<file path="config.mk">
export PLATFORM = sky130hd
export DESIGN_NAME = eif_top
export DESIGN_NICKNAME = d
export VERILOG_FILES = /design/src/logic/eif_pkg.sv /design/src/logic/eif_noise_filter.sv /design/src/logic/eif_edge_detect.sv /design/src/logic/eif_top.sv
export SDC_FILE = /design/constraint.sdc
export NUM_CORES = 1
export LEC_CHECK = 0
export BUFFER_PORTS_ARGS = -buffer_cell sky130_fd_sc_hd__buf_4
export CAP_MARGIN = 10
export CELL_PAD_IN_SITES_DETAIL_PLACEMENT = 1
export CELL_PAD_IN_SITES_GLOBAL_PLACEMENT = 1
export CORE_UTILIZATION = 40
export DETAILED_ROUTE_END_ITERATION = 8
export PLACE_DENSITY_LB_ADDON = 0.1
export SYNTH_ARGS = -nofsm -noshare
export SYNTH_HDL_FRONTEND = slang
export SYNTH_SLANG_ARGS = --single-unit
</file>
<file path="constraint.sdc">
create_clock -name mclk -period 4.3 [get_ports mclk]
set_input_delay 0.86 -clock mclk [delete_from_list [all_inputs] [get_ports mclk]]
set_output_delay 0.86 -clock mclk [all_outputs]
set_load 0.05 [all_outputs]
</file>
<file path="src/logic/eif_pkg.sv">
// Package for the two-channel external interrupt edge and noise filter block.
// Assumes one synchronous clock domain (mclk) and a simple strobe register port.
package eif_pkg;

    // Register byte addresses.
    localparam logic [11:0] EIF_CTRL2_ADDR = 12'h0fd9;
    localparam logic [11:0] EIF_CTRL3_ADDR = 12'h0fda;
    localparam logic [11:0] EIF_IRQ_STAT_ADDR = 12'h0fe0;
    localparam logic [11:0] EIF_IRQ_EN_ADDR = 12'h0fe1;
    localparam logic [11:0] EIF_IRQ_CLR_ADDR = 12'h0fe2;

    // Control register field positions.
    localparam int EIF_NC_LSB = 0;
    localparam int EIF_ES_LSB = 2;
    localparam int EIF_LVL_BIT = 4;
    localparam logic [7:0] EIF_CTRL_RESET = 8'h00;
    localparam logic [1:0] EIF_IRQ_RESET = 2'h0;

    // Trigger condition codes.
    localparam logic [1:0] EIF_ES_RISE = 2'h0;
    localparam logic [1:0] EIF_ES_FALL = 2'h1;
    localparam logic [1:0] EIF_ES_BOTH = 2'h2;

    // Sampling dividers of the gear clock, and the low-speed divider of the slow clock.
    localparam logic [3:0] EIF_DIV_NC00 = 4'h0;
    localparam logic [3:0] EIF_DIV_NC01 = 4'h3;
    localparam logic [3:0] EIF_DIV_NC10 = 4'h7;
    localparam logic [3:0] EIF_DIV_NC11 = 4'hf;
    localparam logic [1:0] EIF_DIV_SLOW = 2'h3;

    // Samples that must agree before the filtered level follows the pin.
    localparam logic [1:0] EIF_AGREE = 2'h2;

    typedef struct packed {
        logic [1:0] trigger_select;
        logic [1:0] filter_interval;
    } eif_cfg_s;

    typedef struct packed {
        logic request;
        logic level;
    } eif_evt_s;

endpackage : eif_pkg

</file>
<file path="src/logic/eif_noise_filter.sv">
// Noise canceller for one external interrupt pin.
// Assumes the pin and the clock ticks are synchronous to mclk.
`timescale 1ns/10ps
module eif_noise_filter
    import eif_pkg::*;
(
    input wire logic mclk,
    input wire logic srst,
    input wire logic sample_tick,
    input wire logic pin,
    output logic filtered
);

    logic [1:0] agree;
    logic [1:0] next_agree;
    logic next_filtered;

    // A level must be seen on consecutive sample ticks before it passes,
    // so a glitch shorter than the sampling interval is dropped.
    always_comb
    begin
        next_agree = agree;
        next_filtered = filtered;
        if (sample_tick)
        begin
            if (pin == filtered)
            begin
                next_agree = 2'h0;
            end
            else if (agree == EIF_AGREE - 2'h1)
            begin
                next_filtered = pin;
                next_agree = 2'h0;
            end
            else
            begin
                next_agree = agree + 2'h1;
            end
        end
    end

    // Registers only.
    always_ff @(posedge mclk)
    begin
        if (srst)
        begin
            agree <= 2'h0;
            filtered <= 1'b0;
        end
        else
        begin
            agree <= next_agree;
            filtered <= next_filtered;
        end
    end

endmodule : eif_noise_filter

</file>
<file path="src/logic/eif_edge_detect.sv">
// Edge detector and level capture for one channel.
// Assumes the filtered level comes from a register in the mclk domain.
`timescale 1ns/10ps
module eif_edge_detect
    import eif_pkg::*;
(
    input wire logic mclk,
    input wire logic srst,
    input wire logic [1:0] trigger_select,
    input wire logic filtered,
    output eif_evt_s evt
);

    logic prev;
    logic hit;
    logic next_level;

    // Edge decode on the previous and present filtered level.
    always_comb
    begin
        hit = 1'b0;
        unique case (trigger_select)
            EIF_ES_RISE: hit = filtered & ~prev;
            EIF_ES_FALL: hit = ~filtered & prev;
            EIF_ES_BOTH: hit = filtered ^ prev;
            default: hit = 1'b0;
        endcase
        next_level = evt.level;
        if (hit)
        begin
            next_level = filtered;
        end
    end

    // The request is a registered single pulse, at most one per edge.
    always_ff @(posedge mclk)
    begin
        if (srst)
        begin
            prev <= 1'b0;
            evt <= '0;
        end
        else
        begin
            prev <= filtered;
            evt.request <= hit;
            evt.level <= next_level;
        end
    end

endmodule : eif_edge_detect

</file>
<file path="src/logic/eif_top.sv">
// Top of the external interrupt block for channels 2 and 3: register port,
// sampling clocks, filters, edge detectors and a sticky interrupt status.
// Assumes gear_tick and slow_tick are one-cycle strobes synchronous to mclk.
//
// Functional notes
// - Level bit reads 0 after reset.
// - Code 00 requests on rising edges.
// - Code 01 requests on falling edges.
// - Code 10 both edges; 11 reserved.
// - Fast modes sample gear, /4, /8, /16.
// - Slow modes always sample slow clock /4.
// - Control bits 7 to 5 read zero.
// - Mode changes may give spurious requests.
// - Control writes may raise a request.
// - Level bit updated on each request.
// - Gated channel ignores control writes.
//
// Strobed register access was left to the implementer.
`timescale 1ns/10ps
module eif_top
    import eif_pkg::*;
(
    input wire logic mclk,
    input wire logic srst,
    input wire logic [11:0] reg_addr,
    input wire logic [7:0] reg_wdata,
    input wire logic reg_write,
    input wire logic reg_read,
    output logic [7:0] reg_rdata,
    input wire logic gear_tick,
    input wire logic slow_tick,
    input wire logic low_speed_mode,
    input wire logic [1:0] channel_clock_gate,
    input wire logic [1:0] ext_pin,
    output logic [1:0] irq_request,
    output logic irq
);

    eif_cfg_s cfg [2];
    eif_cfg_s next_cfg [2];
    eif_evt_s evt [2];
    logic [1:0] filtered;
    logic [1:0] sample_tick;
    logic [3:0] gear_div [2];
    logic [3:0] next_gear_div [2];
    logic [1:0] slow_div;
    logic [1:0] next_slow_div;
    logic slow_sample;
    logic [1:0] irq_status;
    logic [1:0] next_irq_status;
    logic [1:0] irq_enable;
    logic [1:0] next_irq_enable;
    logic [7:0] next_rdata;

    // Divider terminal count for a filter interval code.
    function automatic logic [3:0] div_limit(input logic [1:0] nc);
        logic [3:0] lim;
        lim = EIF_DIV_NC00;
        unique case (nc)
            2'h0: lim = EIF_DIV_NC00;
            2'h1: lim = EIF_DIV_NC01;
            2'h2: lim = EIF_DIV_NC10;
            2'h3: lim = EIF_DIV_NC11;
        endcase
        return lim;
    endfunction : div_limit

    // Control register image as software reads it; the top bits stay zero.
    function automatic logic [7:0] ctrl_image(input eif_cfg_s c, input logic lvl);
        logic [7:0] v;
        v = 8'h00;
        v[EIF_NC_LSB +: 2] = c.filter_interval;
        v[EIF_ES_LSB +: 2] = c.trigger_select;
        v[EIF_LVL_BIT] = lvl;
        return v;
    endfunction : ctrl_image

    // Shared slow clock divide by four, used by both channels in low-speed modes.
    always_comb
    begin
        next_slow_div = slow_div;
        slow_sample = 1'b0;
        if (slow_tick)
        begin
            next_slow_div = slow_div + 2'h1;
            slow_sample = (slow_div == EIF_DIV_SLOW);
        end
    end

    always_ff @(posedge mclk)
    begin
        if (srst)
        begin
            slow_div <= 2'h0;
        end
        else
        begin
            slow_div <= next_slow_div;
        end
    end

    // Per-channel datapath: sampling divider, filter and edge detector.
    generate
        for (genvar ch = 0; ch < 2; ch++)
        begin : g_ch
            // Divider on gear ticks; selection follows the mode without resync,
            // so a mode switch can shift or add an edge.
            always_comb
            begin
                next_gear_div[ch] = gear_div[ch];
                sample_tick[ch] = 1'b0;
                if (!channel_clock_gate[ch])
                begin
                    next_gear_div[ch] = 4'h0;
                end
                else if (low_speed_mode)
                begin
                    sample_tick[ch] = slow_sample;
                end
                else if (gear_tick)
                begin
                    if (gear_div[ch] >= div_limit(cfg[ch].filter_interval))
                    begin
                        next_gear_div[ch] = 4'h0;
                        sample_tick[ch] = 1'b1;
                    end
                    else
                    begin
                        next_gear_div[ch] = gear_div[ch] + 4'h1;
                    end
                end
            end

            always_ff @(posedge mclk)
            begin
                if (srst)
                begin
                    gear_div[ch] <= 4'h0;
                end
                else
                begin
                    gear_div[ch] <= next_gear_div[ch];
                end
            end

            eif_noise_filter eif_noise_filter_inst (
                .mclk(mclk),
                .srst(srst),
                .sample_tick(sample_tick[ch]),
                .pin(ext_pin[ch]),
                .filtered(filtered[ch])
            );

            eif_edge_detect eif_edge_detect_inst (
                .mclk(mclk),
                .srst(srst),
                .trigger_select(cfg[ch].trigger_select),
                .filtered(filtered[ch]),
                .evt(evt[ch])
            );

            assign irq_request[ch] = evt[ch].request;
        end
    endgenerate

    // Register writes: control, enable and write-one-to-clear status.
    always_comb
    begin
        next_cfg[0] = cfg[0];
        next_cfg[1] = cfg[1];
        next_irq_enable = irq_enable;
        next_irq_status = irq_status;
        if (reg_write)
        begin
            if (reg_addr == EIF_CTRL2_ADDR && channel_clock_gate[0])
            begin
                next_cfg[0].filter_interval = reg_wdata[EIF_NC_LSB +: 2];
                next_cfg[0].trigger_select = reg_wdata[EIF_ES_LSB +: 2];
            end
            if (reg_addr == EIF_CTRL3_ADDR && channel_clock_gate[1])
            begin
                next_cfg[1].filter_interval = reg_wdata[EIF_NC_LSB +: 2];
                next_cfg[1].trigger_select = reg_wdata[EIF_ES_LSB +: 2];
            end
            if (reg_addr == EIF_IRQ_EN_ADDR)
            begin
                next_irq_enable = reg_wdata[1:0];
            end
            if (reg_addr == EIF_IRQ_CLR_ADDR)
            begin
                next_irq_status = irq_status & ~reg_wdata[1:0];
            end
        end
        // A new event wins over a clear in the same cycle.
        next_irq_status = next_irq_status | {evt[1].request, evt[0].request};
    end

    // Read mux; unmapped and write-only addresses read zero.
    always_comb
    begin
        next_rdata = 8'h00;
        if (reg_read)
        begin
            unique case (reg_addr)
                EIF_CTRL2_ADDR: next_rdata = ctrl_image(cfg[0], evt[0].level);
                EIF_CTRL3_ADDR: next_rdata = ctrl_image(cfg[1], evt[1].level);
                EIF_IRQ_STAT_ADDR: next_rdata = {6'h00, irq_status};
                EIF_IRQ_EN_ADDR: next_rdata = {6'h00, irq_enable};
                default: next_rdata = 8'h00;
            endcase
        end
    end

    // Register stage for configuration, interrupt state and read data.
    always_ff @(posedge mclk)
    begin
        if (srst)
        begin
            cfg[0] <= eif_cfg_s'(EIF_CTRL_RESET[3:0]);
            cfg[1] <= eif_cfg_s'(EIF_CTRL_RESET[3:0]);
            irq_enable <= EIF_IRQ_RESET;
            irq_status <= EIF_IRQ_RESET;
            reg_rdata <= 8'h00;
        end
        else
        begin
            cfg[0] <= next_cfg[0];
            cfg[1] <= next_cfg[1];
            irq_enable <= next_irq_enable;
            irq_status <= next_irq_status;
            reg_rdata <= next_rdata;
        end
    end

    // Level interrupt while any enabled status bit is set.
    assign irq = |(irq_status & irq_enable);

endmodule : eif_top

</file>
==> impl_metrics.ini <==
[status]
status = completed

[clocking]
cts-buffers-inserted = 5
cts-hold-fix-buffers = 0
ctsLongestPathBuffers = 2
clkLatencyLatePin_ns = 0.29
cts_resized = 0
cts_sinks = 39
cts_tree = yes
clk_transition_reported_paths_ns = 0.08
htreeDepth = 2
cts_root_buf = clkbuf_8
cts_setup_buffers = 0

[global_routing]
antenna_found_initial = 0
grt_pass1_vias = 1783
track_usage_pct = 19.9
grt_pass1_wl_um = 8450
grt_max_degree = 26
grt_overflow_total = 0

[timing]
hold_violations = 0
period_minus_slack_ns = 2.04
max_freq_ghz = 0.489
skew_ns = 0.00514
rsz0062_at_grt = no
finalCritPeriodShare_pct = 47.5
drv_slew = 0
finalSetupViolCount = 0
tns_ns = 0

[placement]
dp.cells = 345
numPortBuffers = 34
hpwl_um = 4140
gp_congestion = 0.752

[routing]
drc = 0
viasPerCell = 5.42
ant_nets = 0
first_iter_violations = 83
num_vias = 1913
first_pass_iters = 3
routed_wirelength_um = 5170
wl_per_cell_um = 14.6

[yosys]
syn_area_per_cell_um2 = 8.75
synth-xor-area-share_pct = 1.21
synthFlopType = dfxtp_1
synth_edf_count = 0
synth_fa_ha_area_share_pct = 8.65
synth_compound_area_share_pct = 13.5
synth_mux_area_share_pct = 7.26
synth_cell_types = 45
netlist.top_cell.by_area = dfxtp_1
synth_top_area_share_pct = 36.0
syn_inst = 248
synth_top_family_by_area = simple AND/OR/NAND/NOR gates
synth-seq-area-share_pct = 36.0
ys_ff_latch = 39
yosys_warnings = 0
async_flop_share_pct = 0
syn_area_um2 = 2170
yosys.area_share.simple_pct = 27.7
synth.top_cells.by_area = dfxtp_1, ha_1, nor2_1

[final_layout]
n_antenna_cell = 0
area_growth_pct = 17.5
drive_above_1_share_pct = 19.8
finalNonFillerCells = 353
layout.nets = 328

[run]
maxCapViolCount = 0

[pwr]
switchingPower_mw = 0.166
peakVddDrop_mv = 0.186
power.density_nw_per_um2 = 263
switching_share_pct = 24.8
p_clk_share_pct = 35.8
power_leakage_nw = 0.977
intPower_mw = 0.505
p_comb_share_pct = 9.8
pwr-share-seq_pct = 54.4

[min_path]
hp-class = flip-flop to flip-flop

[worst_setup_path]
max_stage_delay_ns = 0.34
cp-start-kind = flip-flop
cp-end-kind = flip-flop
arrival_ns = 2.22
crit_fanout = 4
worstPathRequired_ns = 4.48
critical_path.slowest_cell = dfxtp_1
path_cells = or2_2 > ha_1 > nor3b_1 > o211ai_1 > nand4_1 > mux2_2
critPathKind = flip-flop to flip-flop

[floorplan]
initial_core_util_pct = 42.0
core-area_um2 = 5170
io_pins = 42
row_count = 26
fp.dieW_um = 75.7
die_h_um = 75.7
fp.dieArea_um2 = 5730
-- worst paths after layout --
path | cells past startpoint | endpoint | from | slack [ns]
worst min-delay path | 1 | g_ch[1].eif_noise_filter_inst.agree[1] | g_ch[1].eif_noise_filter_inst.agree[1] | 0.47
worst min register to register | 1 | g_ch[1].eif_noise_filter_inst.agree[1] | g_ch[1].eif_noise_filter_inst.agree[1] | 0.47
worst max-delay path | 6 | g_ch[1].eif_noise_filter_inst.filtered | cfg[0][4] | 2.26
worst max register to register | 6 | g_ch[1].eif_noise_filter_inst.filtered | cfg[0][4] | 2.26
-- final cells by class --
cell class | instances | area, um2
clock buffers | 7 | 76.3
clock inverters | 1 | 5.00
fillers | 641 | 2620
inverters | 18 | 67.6
multi-input cells | 184 | 1280
flip-flops and latches | 39 | 781
well taps | 70 | 87.6
repair buffers | 34 | 255
-- per-stage QoR --
stage,util (%),hold WS [ns],total power [mW],area [um2],worst slack [ns]
3_5_place_dp,47.7,0.459,0.441,2470,2.10
6_report,49.3,0.466,0.671,2550,2.26
5_1_grt,49.3,0.497,0.709,2550,2.16
3_3_place_gp,47.7,0.454,0.439,2470,2.11
4_1_cts,49.3,0.470,0.682,2550,2.22
2_1_floorplan,-,0.443,0.408,2180,2.38
-- registers in the layout, indices dropped and copies added (netlist names) --
signal                               cells
cfg                                      8
g_ch.eif_edge_detect_inst.evt            4
g_ch.eif_edge_detect_inst.prev           2
g_ch.eif_noise_filter_inst.agree         4
g_ch.eif_noise_filter_inst.filtered      2
gear_div                                 8
irq_enable                               2
irq_status                               2
reg_rdata                                5
slow_div                                 2
-- worst max-delay path: cells and delay by family (launching register included) --
family                     cells  cell delay (ns)
AOI/OAI and AO/OA              1             0.21
adders and majority gates      1             0.27
DFF                            1             0.34
muxes                          1             0.34
and+or+nand+nor                3             0.76
-- per-layer routing --
| layer | vias to the layer above | routed length [um] | global-route usage (%) |
|---|---|---|---|
| met5 | - | 0 | 0 |
| met4 | 0 | 61 | 7.41 |
| met3 | 7 | 146 | 4.76 |
| met2 | 32 | 2440 | 31.9 |
| met1 | 922 | 2520 | 26.0 |
| li1 | 952 | - | - |
-- cell usage after synthesis, types with 2 or more instances --
cell and instances:
dfxtp_1 39, nor2_1 26, nand2_1 20, inv_1 17, ha_1 15, nand3_1 13
a21oi_1 12, o21ai_0 11, mux2i_1 9, nor3_1 7, mux2_2 6, nand4b_1 6
buf_4 5, o211ai_1 5, a31oi_1 4, nand4_1 4, nor2b_1 4, a32oi_1 3
and2_1 3, clkbuf_1 3, xnor2_1 3, a311oi_1 2, and3b_1 2, and4_1 2
nand2b_1 2, nand3b_1 2, nor3b_1 2, o211a_1 2, o21a_1 2, or2_2 2
-- cell usage in the layout (no fill, tap or decap), types with 6 or more instances in the layout --
cell type	n
nand2_1	20
o21ai_0	11
nor3_1	7
nand4b_1	6
mux2i_1	9
dfxtp_1	39
nand3_1	13
buf_4	34
nor2_1	26
mux2_2	6
a21oi_1	12
ha_1	15
inv_1	17
-- power groups by stage --
stage | sequential [mW] | clock [mW] | combinational [mW]
after floorplan | 0.374 | 0 | 0.0343
after global placement | 0.374 | 0 | 0.0654
after detailed placement | 0.374 | 0 | 0.0667
after CTS | 0.365 | 0.249 | 0.0668
after global routing | 0.366 | 0.271 | 0.0724
final | 0.365 | 0.240 | 0.0658
-- kinds of logic after synthesis --
| kind of cell | after synthesis |
|---|---|
| adders and majority gates | 15 |
| buffers and inverters | 27 |
| AOI/OAI and AO/OA | 44 |
| xor gates and xnor gates | 3 |
| other | 1 |
| DFF | 39 |
| muxes | 15 |
| and+or+nand+nor | 104 |
Power figures use the tool's default switching activity.
